--- src/hdl/adc_ctl_pkg.sv ---
// shared constants for the converter control block and its host end
package adc_ctl_pkg;
  // -----------------------------------------------------------------
  // widths and lanes
  // -----------------------------------------------------------------
  localparam int RES_W       = 12;
  localparam int BUS_W       = 12;
  localparam int NIB_W       = 4;
  localparam logic [11:0] RESULT_RST = 12'h000;
  // -----------------------------------------------------------------
  // timing
  // -----------------------------------------------------------------
  localparam int CLK_NS      = 8;
  localparam int CONV_NS     = 3000;
  localparam int REACQ_NS    = 1000;
  localparam int CONV_CYC    = (CONV_NS + CLK_NS - 1) / CLK_NS;
  localparam int REACQ_CYC   = (REACQ_NS + CLK_NS - 1) / CLK_NS;
  localparam int CNT_W       = 16;
  localparam int CONV_DIV    = 2;
endpackage

--- src/hdl/adc_bus_if.sv ---
// host bus between the converter and the microprocessor end
`timescale 1ns/1ps
interface adc_bus_if;
  logic        chip_select_n;
  logic        read_strobe_n;
  logic        high_byte_select;
  logic        busy_n;
  logic [11:0] data_out;
  logic [11:0] data_oe;

  modport dev (
    input  chip_select_n,
    input  read_strobe_n,
    input  high_byte_select,
    output busy_n,
    output data_out,
    output data_oe
  );
  modport host (
    output chip_select_n,
    output read_strobe_n,
    output high_byte_select,
    input  busy_n,
    input  data_out,
    input  data_oe
  );
endinterface

--- src/hdl/adc_ctl.sv ---
// converter end: read decode, conversion sequencer and output lanes
//
// What this block does
// - byte rom read starts conversion, returns old
// - host does two more reads for result
// - host waits conversion time before second read
// - high byte read: no start, msbs low
// - third read returns low byte, restarts
// - upper lines always carry four msbs
// - select and strobe act as memory strobes
// - even address starts, odd reads high byte
// - slow mode: busy holds host until done
// - high byte read after slow: no wait
// - host spaces rom starts by conversion time
// - host leaves 1us between conversions
// - conversion clock shares host clock
// - resync may delay start one conversion clock
// - sampling follows the synchronised strobe
// - start only on all low, no restart
// - busy low throughout conversion
// - high byte read drives lines 7 to 4 low
// - latch result on the same edge as busy release, right justified
`timescale 1ns/1ps
module adc_ctl #(
  parameter int CONV_CYCLES = adc_ctl_pkg::CONV_CYC,
  parameter int DIV         = adc_ctl_pkg::CONV_DIV
) (
  // clock and reset
  input  wire logic                          clk_sys,
  input  wire logic                          rst_n,
  // host bus
  adc_bus_if.dev                             bus,
  // converter core side
  input  wire logic [adc_ctl_pkg::RES_W-1:0] sample_value,
  output logic                               sample_take,
  output logic                               conv_active
);
  // -----------------------------------------------------------------
  // input synchronisers
  // -----------------------------------------------------------------
  logic [2:0] cs_sy_ff;
  logic [2:0] rd_sy_ff;
  logic [2:0] hb_sy_ff;
  logic       cs_n_ff;
  logic       rd_n_ff;
  logic       hb_ff;

  // pins come from the host domain; a change counts when stages agree
  always_ff @(posedge clk_sys) begin
    if (!rst_n) begin
      cs_sy_ff <= 3'h7;
      rd_sy_ff <= 3'h7;
      hb_sy_ff <= 3'h0;
    end else begin
      cs_sy_ff <= {cs_sy_ff[1:0], bus.chip_select_n};
      rd_sy_ff <= {rd_sy_ff[1:0], bus.read_strobe_n};
      hb_sy_ff <= {hb_sy_ff[1:0], bus.high_byte_select};
    end
  end

  always_ff @(posedge clk_sys) begin
    if (!rst_n) begin
      cs_n_ff <= 1'b1;
      rd_n_ff <= 1'b1;
      hb_ff   <= 1'b0;
    end else begin
      if (cs_sy_ff[2] == cs_sy_ff[1])
        cs_n_ff <= cs_sy_ff[2];
      if (rd_sy_ff[2] == rd_sy_ff[1])
        rd_n_ff <= rd_sy_ff[2];
      if (hb_sy_ff[2] == hb_sy_ff[1])
        hb_ff <= hb_sy_ff[2];
    end
  end

  // -----------------------------------------------------------------
  // conversion clock enable
  // -----------------------------------------------------------------
  logic [7:0] div_ff;
  logic       conv_tick;
  always_ff @(posedge clk_sys) begin
    if (!rst_n || div_ff == 8'(DIV - 1))
      div_ff <= 8'h00;
    else
      div_ff <= div_ff + 8'h01;
  end
  assign conv_tick = (div_ff == 8'h00);

  // -----------------------------------------------------------------
  // read decode
  // -----------------------------------------------------------------
  logic read_act;
  logic start_req;
  logic rd_act_d_ff;

  assign read_act  = !cs_n_ff && !rd_n_ff;
  assign start_req = read_act && !rd_act_d_ff && !hb_ff;

  always_ff @(posedge clk_sys) begin
    if (!rst_n)
      rd_act_d_ff <= 1'b0;
    else
      rd_act_d_ff <= read_act;
  end

  // -----------------------------------------------------------------
  // sequencer
  // -----------------------------------------------------------------
  typedef enum logic [2:0] {
    ST_IDLE = 3'b001,
    ST_WAIT = 3'b010,
    ST_CONV = 3'b100
  } conv_state_t;

  conv_state_t                   state_ff;
  logic [adc_ctl_pkg::CNT_W-1:0] cnt_ff;
  logic [adc_ctl_pkg::RES_W-1:0] result_ff;
  logic                          busy_n_ff;
  logic                          take_ff;

  // start waits for the next conversion clock tick, at most one period
  always_ff @(posedge clk_sys) begin
    if (!rst_n) begin
      state_ff      <= ST_IDLE;
      cnt_ff        <= '0;
      busy_n_ff     <= 1'b1;
      take_ff       <= 1'b0;
    end else begin
      take_ff <= 1'b0;
      case (state_ff)
        ST_IDLE: begin
          if (start_req) begin
            state_ff      <= ST_WAIT;
            busy_n_ff     <= 1'b0;
          end
        end
        ST_WAIT: begin
          if (conv_tick) begin
            take_ff       <= 1'b1;
            cnt_ff        <= adc_ctl_pkg::CNT_W'(CONV_CYCLES - 1);
            state_ff      <= ST_CONV;
          end
        end
        ST_CONV: begin
          if (cnt_ff == '0) begin
            busy_n_ff <= 1'b1;
            state_ff  <= ST_IDLE;
          end else begin
            cnt_ff <= cnt_ff - adc_ctl_pkg::CNT_W'(1);
          end
        end
        default: state_ff <= ST_IDLE;
      endcase
    end
  end

  logic [adc_ctl_pkg::RES_W-1:0] sampled_ff;
  always_ff @(posedge clk_sys) begin
    if (!rst_n) begin
      sampled_ff <= adc_ctl_pkg::RESULT_RST;
      result_ff  <= adc_ctl_pkg::RESULT_RST;
    end else begin
      if (take_ff)
        sampled_ff <= sample_value;
      if (state_ff == ST_CONV && cnt_ff == '0)
        result_ff <= sampled_ff;
    end
  end

  // -----------------------------------------------------------------
  // output lanes
  // -----------------------------------------------------------------
  logic [11:0] dout_ff;
  logic [11:0] doe_ff;
  logic        take_o_ff;
  logic        active_ff;
  always_ff @(posedge clk_sys) begin
    if (!rst_n) begin
      dout_ff   <= 12'h000;
      doe_ff    <= 12'h000;
      take_o_ff <= 1'b0;
      active_ff <= 1'b0;
    end else begin
      take_o_ff <= take_ff;
      active_ff <= (state_ff == ST_CONV);
      doe_ff    <= read_act ? 12'hFFF : 12'h000;
      if (hb_ff) begin
        dout_ff <= {result_ff[11:8], 4'h0, result_ff[11:8]};
      end else begin
        dout_ff <= result_ff;
      end
    end
  end

  assign bus.busy_n   = busy_n_ff;
  assign bus.data_out = dout_ff;
  assign bus.data_oe  = doe_ff;
  assign sample_take  = take_o_ff;
  assign conv_active  = active_ff;
endmodule

--- src/flat_wrapper.sv ---
// flat-port wrapper written by rule: the top's interface ports become plain ports
module adc_ctl_flat 
#(
  parameter int CONV_CYCLES = adc_ctl_pkg::CONV_CYC,
  parameter int DIV         = adc_ctl_pkg::CONV_DIV
)
  (clk_sys, rst_n, sample_value, sample_take, conv_active, bus_chip_select_n, bus_read_strobe_n, bus_high_byte_select, bus_busy_n, bus_data_out, bus_data_oe);
  adc_bus_if bus_i ();
  input  wire logic clk_sys;
  input  wire logic rst_n;
  input  wire logic [adc_ctl_pkg::RES_W-1:0] sample_value;
  output logic sample_take;
  output logic conv_active;
  input wire logic [$bits(bus_i.chip_select_n)-1:0] bus_chip_select_n;
  input wire logic [$bits(bus_i.read_strobe_n)-1:0] bus_read_strobe_n;
  input wire logic [$bits(bus_i.high_byte_select)-1:0] bus_high_byte_select;
  output wire logic [$bits(bus_i.busy_n)-1:0] bus_busy_n;
  output wire logic [$bits(bus_i.data_out)-1:0] bus_data_out;
  output wire logic [$bits(bus_i.data_oe)-1:0] bus_data_oe;
  assign bus_i.chip_select_n = bus_chip_select_n;
  assign bus_i.read_strobe_n = bus_read_strobe_n;
  assign bus_i.high_byte_select = bus_high_byte_select;
  assign bus_busy_n = bus_i.busy_n;
  assign bus_data_out = bus_i.data_out;
  assign bus_data_oe = bus_i.data_oe;
  adc_ctl #(.CONV_CYCLES(CONV_CYCLES), .DIV(DIV)) u_core (.clk_sys(clk_sys), .rst_n(rst_n), .bus(bus_i), .sample_value(sample_value), .sample_take(sample_take), .conv_active(conv_active));
endmodule
--- config.mk ---
export PLATFORM = sky130hd
export DESIGN_NAME = adc_ctl_flat
export DESIGN_NICKNAME = d
export VERILOG_FILES = /design/src/hdl/adc_ctl_pkg.sv /design/src/hdl/adc_bus_if.sv /design/src/hdl/adc_ctl.sv /design/src/flat_wrapper.sv
export SDC_FILE = /design/constraint.sdc
export NUM_CORES = 1
export LEC_CHECK = 0
export ABC_AREA = 1
export BUFFER_PORTS_ARGS = -buffer_cell sky130_fd_sc_hd__clkbuf_2
export CORE_MARGIN = 10
export CORE_UTILIZATION = 60
export CTS_CLUSTER_SIZE = 30
export DETAILED_ROUTE_END_ITERATION = 12
export PLACE_DENSITY = 0.94
export SLEW_MARGIN = 0
export SYNTH_ARGS = -nofsm -noshare
export SYNTH_HDL_FRONTEND = slang
export SYNTH_SLANG_ARGS = --single-unit
--- constraint.sdc ---
create_clock -name clk_sys -period 4.6 [get_ports clk_sys]
set_input_delay 0.92 -clock clk_sys [delete_from_list [all_inputs] [get_ports clk_sys]]
set_output_delay 0.92 -clock clk_sys [all_outputs]
set_load 0.02 [all_outputs]
==> results of run 1 <==
through the flow:
stage,util,setup slack (ns)
after global placement,0.663,2.23
after floorplan,-,2.91
after detailed placement,0.663,2.17
after global routing,0.697,2.08
final,0.697,2.34
after CTS,0.697,2.38
routing by layer:
layer,vias up,routed length [um]
met5,-,0
met1,1303,2700
li1,1445,-
met3,24,536
met2,91,3230
met4,0,215
power by group:
part | internal (mW) | switching [mW] | total [mW]
clock network | 0.202 | 0.265 | 0.468
registers | 0.705 | 0.0105 | 0.715
logic | 0.0279 | 0.0485 | 0.0764
how the worst min path moves through the flow:
| stage | cells past startpoint | from | to | slack (ns) |
|---|---|---|---|---|
| detailed placement | 2 | u_core.hb_sy_ff[0] | u_core.hb_sy_ff[1] | 0.40 |
| global route | 1 | u_core.rd_sy_ff[0] | u_core.rd_sy_ff[1] | 0.44 |
| floorplan | 2 | u_core.hb_sy_ff[0] | u_core.hb_sy_ff[1] | 0.39 |
| finish | 1 | u_core.rd_sy_ff[0] | u_core.rd_sy_ff[1] | 0.42 |
| global placement | 2 | u_core.hb_sy_ff[0] | u_core.hb_sy_ff[1] | 0.40 |
| CTS | 1 | u_core.rd_sy_ff[0] | u_core.rd_sy_ff[1] | 0.43 |
state kept, by name, summed over array words and instances, names as in the netlist, 3 cells and up:
signal	cells
u_core.cnt_ff	16
u_core.hb_sy_ff	3
u_core.bus.data_out	12
u_core.cs_sy_ff	3
u_core.result_ff	12
u_core.sampled_ff	12
u_core.state_ff	3
u_core.div_ff	8
u_core.rd_sy_ff	3
cell type report:
cell class                      count  area [sq um]  area share
Sequential cell                    80          1600       0.441
Clock inverter                      7          55.1      0.0152
Inverter                           49           184      0.0507
Clock buffer                        9           124      0.0341
Timing Repair Buffer               44           223      0.0614
Tap cell                           70          87.6      0.0241
Multi-Input combinational cell    289          1350       0.373
kinds of logic (layout without fill, tap and decap cells):
kind of cell	after synthesis	in the layout
buf+inv	74	109
flops	80	80
compound gates	67	67
simple gates	214	214
fa+ha+maj	4	4
xor+xnor	4	4
critical path: stages (launching register included):
cell     delay (ns)
dfxtp_1        0.34
inv_1          0.14
ha_1           0.21
nand2_1        0.17
nor2_1         0.22
nand3_2        0.43
nand2_4        0.38
nor2_1         0.08
nor2_1         0.10
nor2_1         0.05
cells in the mapped netlist:
master,number,area (sq um)
nor3_4,1,16.3
nor2_4,1,11.3
a21oi_1,30,150
nor2_1,90,338
ha_1,4,50.1
nand4_1,2,12.5
a31oi_1,1,6.26
dfxtp_1,80,1600
buf_1,1,3.75
nor4_1,1,6.26
xor2_1,4,35.0
o21ai_1,2,10.0
nand3_2,1,10.0
nand2_4,1,11.3
nand3b_1,2,15.0
or2_2,8,50.1
clkbuf_1,10,37.5
a22oi_1,4,30.0
nor2_2,1,6.26
nor3b_1,3,22.5
nor3_1,5,25.0
o21ai_0,28,140
buf_4,12,90.1
inv_2,1,3.75
nand2_1,78,293
o21bai_1,1,7.51
nand3_1,20,100
o211ai_1,1,7.51
inv_1,48,180
buf_6,2,22.5
placed cells by master (no fill, tap or decap), drive strengths merged:
cell      instances
a22oi             4
or2               8
xor2              4
o21ai            30
nand4             2
dfxtp            80
nor3b             3
nor3              6
nand2            79
inv              52
nand3            21
ha                4
nand3b            2
nor2             92
a21oi            30
clkinv            3
o211ai            1
a31oi             1
clkbuf           52
buf               1
o21bai            1
nor4              1
clkinvlp          1
==> metrics, run 1 <==
minimum period implied by the final worst setup slack=2.26 ns; number of instances resized during post-cts repair=0; routability-driven placement congestion ratio=0.867; Die ar.=roughly 0.0089 sq mm; xor and xnor area share after synthesis=0.0106; Placed Instance Area=0.00345 sq mm; max-slew headroom at the worst pin=0.536; peak supply drop=176 uV; number of buffers added to fix hold violations after cts=0; horizontal extent of the die=about 94 um; synthesized netlist net count=464; initial antenna violation count=0; final hold slack=0.422 ns; Reg-to-Reg End=u_core.cnt_ff[12]; synthesized area per cell=7.43 sq um; maximum number of pins on one net before global-route repair=42; number of vias in the routed layout=2,863; Die H=94.1 um; FF-to-FF setup slack=2.34 ns; routing usage on met2=0.271; number of optimization iterations in the first detailed-route pass=5; DRC=0; post-synthesis sequential area ratio=0.486; combinational family with the most area after synthesis=simple AND/OR/NAND/NOR gates; initial cell density of the core=0.633; residual antenna-violating net count after detailed routing=0; final std cells w/o fill=approximately 550; Final Routed Wirelength=~6700 um; number of instances in the synthesized netlist=roughly 440; filler instances=369; crit path max fanout=28; CTS clk-pin slew, worst paths=0.08 ns; clk_lat worst skew=0.35 ns; static leakage=1.69 nW; basic-gate share of the synthesized area counting and, or, nand and nor cells=0.278; run status=finished, final reports clean; WP data arrival=~2.5 ns; post-detailed-route via-to-cell ratio=5.22; Least-Margin Pin Slew=0.694 ns; synth unique cells=30; CTS tree=built; Row Count=26; final hold vios=0; Final Max Slew Viols=0; # diodes=0; number of sinks on the clock net=80; wire length of the first global-routing pass=~11,000 um; global route overflow=0; number of primary I/O pins=44; start of the worst register-to-register path=u_core.cnt_ff[0]; fraction of layout cells with a size suffix above 1=0.155; unrepaired setup endpoints after global routing=no; portion of netlist area occupied by mux cells=0; fraction of met1 tracks used by global routing=0.152; final HPWL from detailed placement=4710 um; busiest layer in global routing=met2; highest attainable clock frequency=442 MHz; total power divided by cell area=347 mW/mm^2; startpoint types=flip-flop; fraction of met3 tracks used by global routing=0.0480; final instance area=0.00363 sq mm; CTS Root Buffer Type=clkbuf_8; cell area after synthesis=0.00329 sq mm; max-capacitance violation count=0; vias in the first global route=2,757; area fraction in compound gates after synthesis=0.107; Final TNS setup=0 ns; worst clock skew on the final layout=0.00815 ns; capture point of the worst path=u_core.cnt_ff[12]; NumNets Final=approximately 490; Post-Synth Adder-Cell Area=0.0152; total power=1.26 mW; number of buffers created by CTS=9; hold crit path type=reg -> reg; postcts setup bufs=0; Floorplan Core Area=0.00520 sq mm; register bit total from synthesis=80; maximum count of clock buffers along a single path=2; GRT Overall Usage=0.153; Setup crit end kind=flip-flop; required time of the critical path=roughly 4.8 ns; R2R cell count=9; # port buffers=43; count of warnings emitted by yosys=0; number of instances in the placed design=532; drt initial violations=140; critical path startpoint=u_core.cnt_ff[0]; Tcrit/Tclk final=0.492; setup violators final=0; H-tree levels=3; path type of the worst setup path=reg -> reg; Area growth, synth to finish=10.2%; average wire length per cell after detail routing=12.2 um
Note: power is estimated with default switching activity, not from simulation.
==> run 2: changes to the inputs <==
Settings changed: CORE_UTILIZATION 60 to 51, PLACE_DENSITY 0.94 to 0.86.
Clock period 4.6 ns to 1.8 ns, I/O delays scaled along.
==> metrics, run 2 (same netlist as run 1, synthesis figures left out) <==
Final Routed Wirelength=6660 um; maximum number of pins on one net before global-route repair=31; Largest register FFs=16; Least-Margin Pin Slew=0.562 ns; average wire length per cell after detail routing=around 12 um; routed length on met1=2970 um; post-detailed-route via-to-cell ratio=between 4 and 5; WP data arrival=1.93 ns; number of sinks on the clock net=80; clk_lat worst skew=0.35 ns; final hold vios=0; CP Cell Sequence=inv_1 -> ha_1 -> nand2_1 -> o21ai_1 -> nand2_1 -> nor2_4 -> o21ai_0 -> a21oi_1; number of primary I/O pins=44; R2R cell count=8; max-capacitance violation count=0; # port buffers=43; Row Count=29; # diodes=0; setup violators final=0; power share of the combinational group=0.057; CTS Root Buffer Type=clkbuf_8; drt initial violations=approximately 200; number of instances in the placed design=about 540; most flop-heavy register=u_core.cnt_ff; peak supply drop=530 uV; footprint of the flip-flops and latches=0.00160 sq mm; Pint=2.58 mW; highest attainable clock frequency=slightly above 600 MHz; area of the multi-input gates=0.00136 sq mm; NumNets Final=about 500; CTS clk-pin slew, worst paths=around 0.08 ns; startpoint types=flip-flop; number of buffers created by CTS=9; hold crit path type=in -> reg; max-slew headroom at the worst pin=0.623; Die ar.=between 0.01 and 0.015 sq mm; unrepaired setup endpoints after global routing=no; global route overflow=0; residual antenna-violating net count after detailed routing=0; most common cell after layout, fill and taps aside=nor2_1; largest stage delay on the critical path=0.36 ns; Die H=100 um; horizontal extent of the die=100 um; CTS tree=built; worst clock skew on the final layout=0.00951 ns; static leakage=~1.7 nW; DRC=0; number of optimization iterations in the first detailed-route pass=5; share of power burned in registers=0.537; final std cells w/o fill=559; run status=finished, final reports clean; number of vias in the routed layout=2,783; H-tree levels=3; minimum period implied by the final worst setup slack=1.64 ns; slowest cell on the critical path=dfxtp_1; path type of the worst setup path=reg -> reg; required time of the critical path=2.09 ns; Final Max Slew Viols=0; fin worst setup slack=approximately 0.16 ns; fraction of layout cells with a size suffix above 1=0.168; final hold slack=0.194 ns; fraction of the core area covered by cells at the end of the flow=0.589; Setup crit end kind=flip-flop; sw frac=0.243; most used cell along the critical path=nand2_1; highest routed layer=met4; initial antenna violation count=0; Met3 Routed Length=491 um; switching power=829 uW; GRT Overall Usage=0.132; vias in the first global route=around 2,500; Tcrit/Tclk final=0.912; wire length of the first global-routing pass=11,000 um; maximum count of clock buffers along a single path=2; highest-count cells in the layout ignoring fill and taps=nor2_1, dfxtp_1, nand2_1; Hold Path Cell Cnt=2; Area growth, synth to finish=13.0%; crit path max fanout=16; number of buffers added to fix hold violations after cts=0; final HPWL from detailed placement=4720 um; amount of wire on met2 after detailed routing=just over 3000 um; clock share of power=0.406; worst slack, placed=0.108 ns; Floorplan Core Area=roughly 0.0063 sq mm; routability-driven placement congestion ratio=0.948; initial cell density of the core=0.522; total power divided by cell area=916 mW/mm^2; filler instances=565; Final TNS setup=0 ns
==> run 2: cell types whose count changed in the layout (fill, tap and decap cells not counted) <==
| cell | previous run | this run |
|---|---|---|
| nor2_2 | 1 | 3 |
| inv_1 | 48 | 47 |
| inv_2 | 1 | 2 |
| clkinv_4 | 1 | 3 |
| clkbuf_8 | 9 | 10 |
| clkinvlp_4 | 1 | 0 |
| bufinv_16 | 0 | 1 |
| buf_12 | 0 | 1 |
| inv_6 | 2 | 1 |
| nor2_1 | 90 | 88 |
| clkinv_2 | 2 | 0 |
| buf_4 | 1 | 4 |
==> run 2: critical path, delay by kind of cell, from the launching register on <==
kind | cells | cell delay, ns
compound gates | 3 | 0.47
buf+inv | 1 | 0.07
fa+ha+maj | 1 | 0.14
simple gates | 3 | 0.54
flops | 1 | 0.36
==> run 2: final timing paths <==
kind / from / endpoint / slack (ns)
worst max-delay path: u_core.div_ff[0] / u_core.cnt_ff[2] / 0.16
worst min-delay path: bus_read_strobe_n / u_core.rd_sy_ff[0] / 0.19
worst max register to register: u_core.div_ff[0] / u_core.cnt_ff[2] / 0.16
worst min register to register: u_core.hb_sy_ff[0] / u_core.hb_sy_ff[1] / 0.42
==> run 2: stage by stage <==
stage / instance area, sq um / total power, mW
floorplan: 3290 / 2.00
global placement: 3500 / 2.05
detailed placement: 3500 / 2.07
CTS: 3710 / 3.42
global route: 3720 / 3.53
finish: 3720 / 3.41
==> run 2: final cells by class <==
type / instances / share of cell area
Tap cell: 77 / 0.0259
Multi-Input combinational cell: 289 / 0.365
Clock inverter: 6 / 0.0205
Clock buffer: 10 / 0.0370
Inverter: 49 / 0.0494
Sequential cell: 80 / 0.431
Timing Repair Buffer: 48 / 0.0713
==> run 2: per-layer routing <==
metal,vias up,global-route usage
met5,-,0
met4,0,0.0576
met3,7,0.0488
met2,70,0.215
met1,1251,0.152
li1,1455,-
==> run 2: timing repair <==
action | CTS | global route
buffers inserted | 0 | 0
gates resized for setup | 0 | 3
endpoints found under the hold margin | 0 | 0
setup endpoints to repair | 0 | 5
==> run 2: power groups by stage <==
stage | clock network, mW | logic (mW) | registers (mW)
after floorplan | 0 | 0.130 | 1.87
after global placement | 0 | 0.186 | 1.87
after detailed placement | 0 | 0.196 | 1.87
after CTS | 1.40 | 0.196 | 1.83
after global routing | 1.47 | 0.229 | 1.83
final | 1.38 | 0.195 | 1.83
==> run 3: changes to the inputs <==
Settings changed: CORE_ASPECT_RATIO set to 0.5, CORE_UTILIZATION 51 to 53, CTS_BUF_LIST set to sky130_fd_sc_hd__clkbuf_2 sky130_fd_sc_hd__clkbuf_4 sky130_fd_sc_hd__clkbuf_8, PLACE_DENSITY 0.86 to 0.88, SETUP_SLACK_MARGIN set to 0.3.
==> metrics, run 3 (same netlist as run 1, synthesis figures left out) <==
horizontal extent of the die=between 100 and 150 um; number of primary I/O pins=44; required time of the critical path=just over 2 ns; slowest cell on the critical path=dfxtp_4; busiest layer in global routing=met2; peak supply drop=400 uV; max-capacitance violation count=0; Area growth, synth to finish=29.4%; initial antenna violation count=0; total power=about 3.6 mW; final hold slack=0.174 ns; # diodes=0; average wire length per cell after detail routing=17.7 um; most flop-heavy register=u_core.cnt_ff; Final TNS setup=-0.0904 ns; GRT Overall Usage=0.155; Placed Instance Area=0.00355 sq mm; number of buffers created by CTS=9; number of buffers added to fix hold violations after cts=0; routing usage on met2=0.293; crit path max fanout=6; worst clock skew on the final layout=0.0104 ns; post-detailed-route via-to-cell ratio=5.59; WP data arrival=2.14 ns; worst slack, placed=0.0422 ns; CP Cell Sequence=inv_4 -> ha_4 -> nand2_4 -> o21ai_4 -> nand2_2 -> nor2_4 -> buf_6 -> nand2_1 -> a21oi_2; DRC=0; H-tree levels=3; Least-Margin Pin Slew=0.586 ns; CTS clk-pin slew, worst paths=0.09 ns; startpoint types=flip-flop; number of vias in the routed layout=between 3,000 and 4,000; global route overflow=0; fraction of met3 tracks used by global routing=0.0487; setup violators final=1; CTS tree=built; wire length of the first global-routing pass=12,600 um; final hold vios=0; # port buffers=43; clk_lat worst skew=0.37 ns; highest attainable clock frequency=529 MHz; final instance area=0.00426 sq mm; final HPWL from detailed placement=between 4000 and 5000 um; Setup crit end kind=flip-flop; highest-count cells in the layout ignoring fill and taps=nor2_1, dfxtp_1, nand2_1; number of sinks on the clock net=80; static leakage=1.92 nW; max-slew headroom at the worst pin=0.606; routability-driven placement congestion ratio=0.922; path type of the worst setup path=reg -> reg; fraction of met1 tracks used by global routing=0.154; initial cell density of the core=0.544; drt initial violations=521; Tcrit/Tclk final=1.05; residual antenna-violating net count after detailed routing=0; minimum period implied by the final worst setup slack=1.89 ns; largest stage delay on the critical path=0.39 ns; fraction of layout cells with a size suffix above 1=0.329; Final Routed Wirelength=10,500 um; vias in the first global route=roughly 2,900; most common cell after layout, fill and taps aside=nor2_1; Floorplan Core Area=0.00606 sq mm; fin worst setup slack=-0.0904 ns; filler instances=413; violated checks=negative setup slack; Final Max Slew Viols=0; total power divided by cell area=between 800 and 900 mW/mm^2; Die H=75.7 um; Die ar.=0.00996 sq mm; maximum number of pins on one net before global-route repair=33; Largest register FFs=16; number of optimization iterations in the first detailed-route pass=6; run status=complete, but fails checks; NumNets Final=between 500 and 600; CTS Root Buffer Type=clkbuf_8; unrepaired setup endpoints after global routing=yes; hold crit path type=in -> reg; Row Count=20; maximum count of clock buffers along a single path=2
run 3: final timing paths:
kind | slack (ns) | end | startpoint | cells past startpoint
hold reg to reg | 0.42 | u_core.hb_sy_ff[1] | u_core.hb_sy_ff[0] | 2
setup / recovery | -0.09 | u_core.cnt_ff[6] | u_core.div_ff[0] | 9
hold / removal | 0.17 | u_core.rd_sy_ff[0] | bus_read_strobe_n | 2
setup reg to reg | -0.09 | u_core.cnt_ff[6] | u_core.div_ff[0] | 9
run 3: final cells by class:
type                            instances  area (sq um)  share of cell area
Clock inverter                          6          75.1              0.0176
Multi-Input combinational cell        290          1640               0.384
Clock buffer                           10           138              0.0323
Timing Repair Buffer                   70           493               0.116
Sequential cell                        80          1620               0.381
Inverter                               49           186              0.0438
Tap cell                               88           110              0.0258
run 3: worst max-delay path: cells and delay by family (launching register included):
kind	cells	cell delay (ns)
simple gates	4	0.47
compound gates	2	0.49
buf+inv	2	0.27
flops	1	0.39
fa+ha+maj	1	0.14
run 3: report_power, final:
part	internal (mW)	switching (mW)
clock	0.700	0.727
combinational	0.124	0.196
sequential	1.80	0.0361
run 3: layer usage:
layer | vias to the layer above | wire length [um]
met5 | - | 0
met4 | 0 | 616
met3 | 73 | 851
met2 | 236 | 5160
met1 | 1502 | 3870
li1 | 1504 | -
run 3: timing repair:
action	CTS	global route
cloned	1	1
resized for setup	27	71
setup endpoints to repair	43	33
setup buffers	14	6
hold endpoints to repair	0	0
pin swaps	11	31
run 3: per-stage QoR:
stage	utilization	std cells
after floorplan	-	443
after detailed placement	0.587	555
after global routing	0.704	593
after CTS	0.654	586
final	0.704	593
after global placement	0.587	555
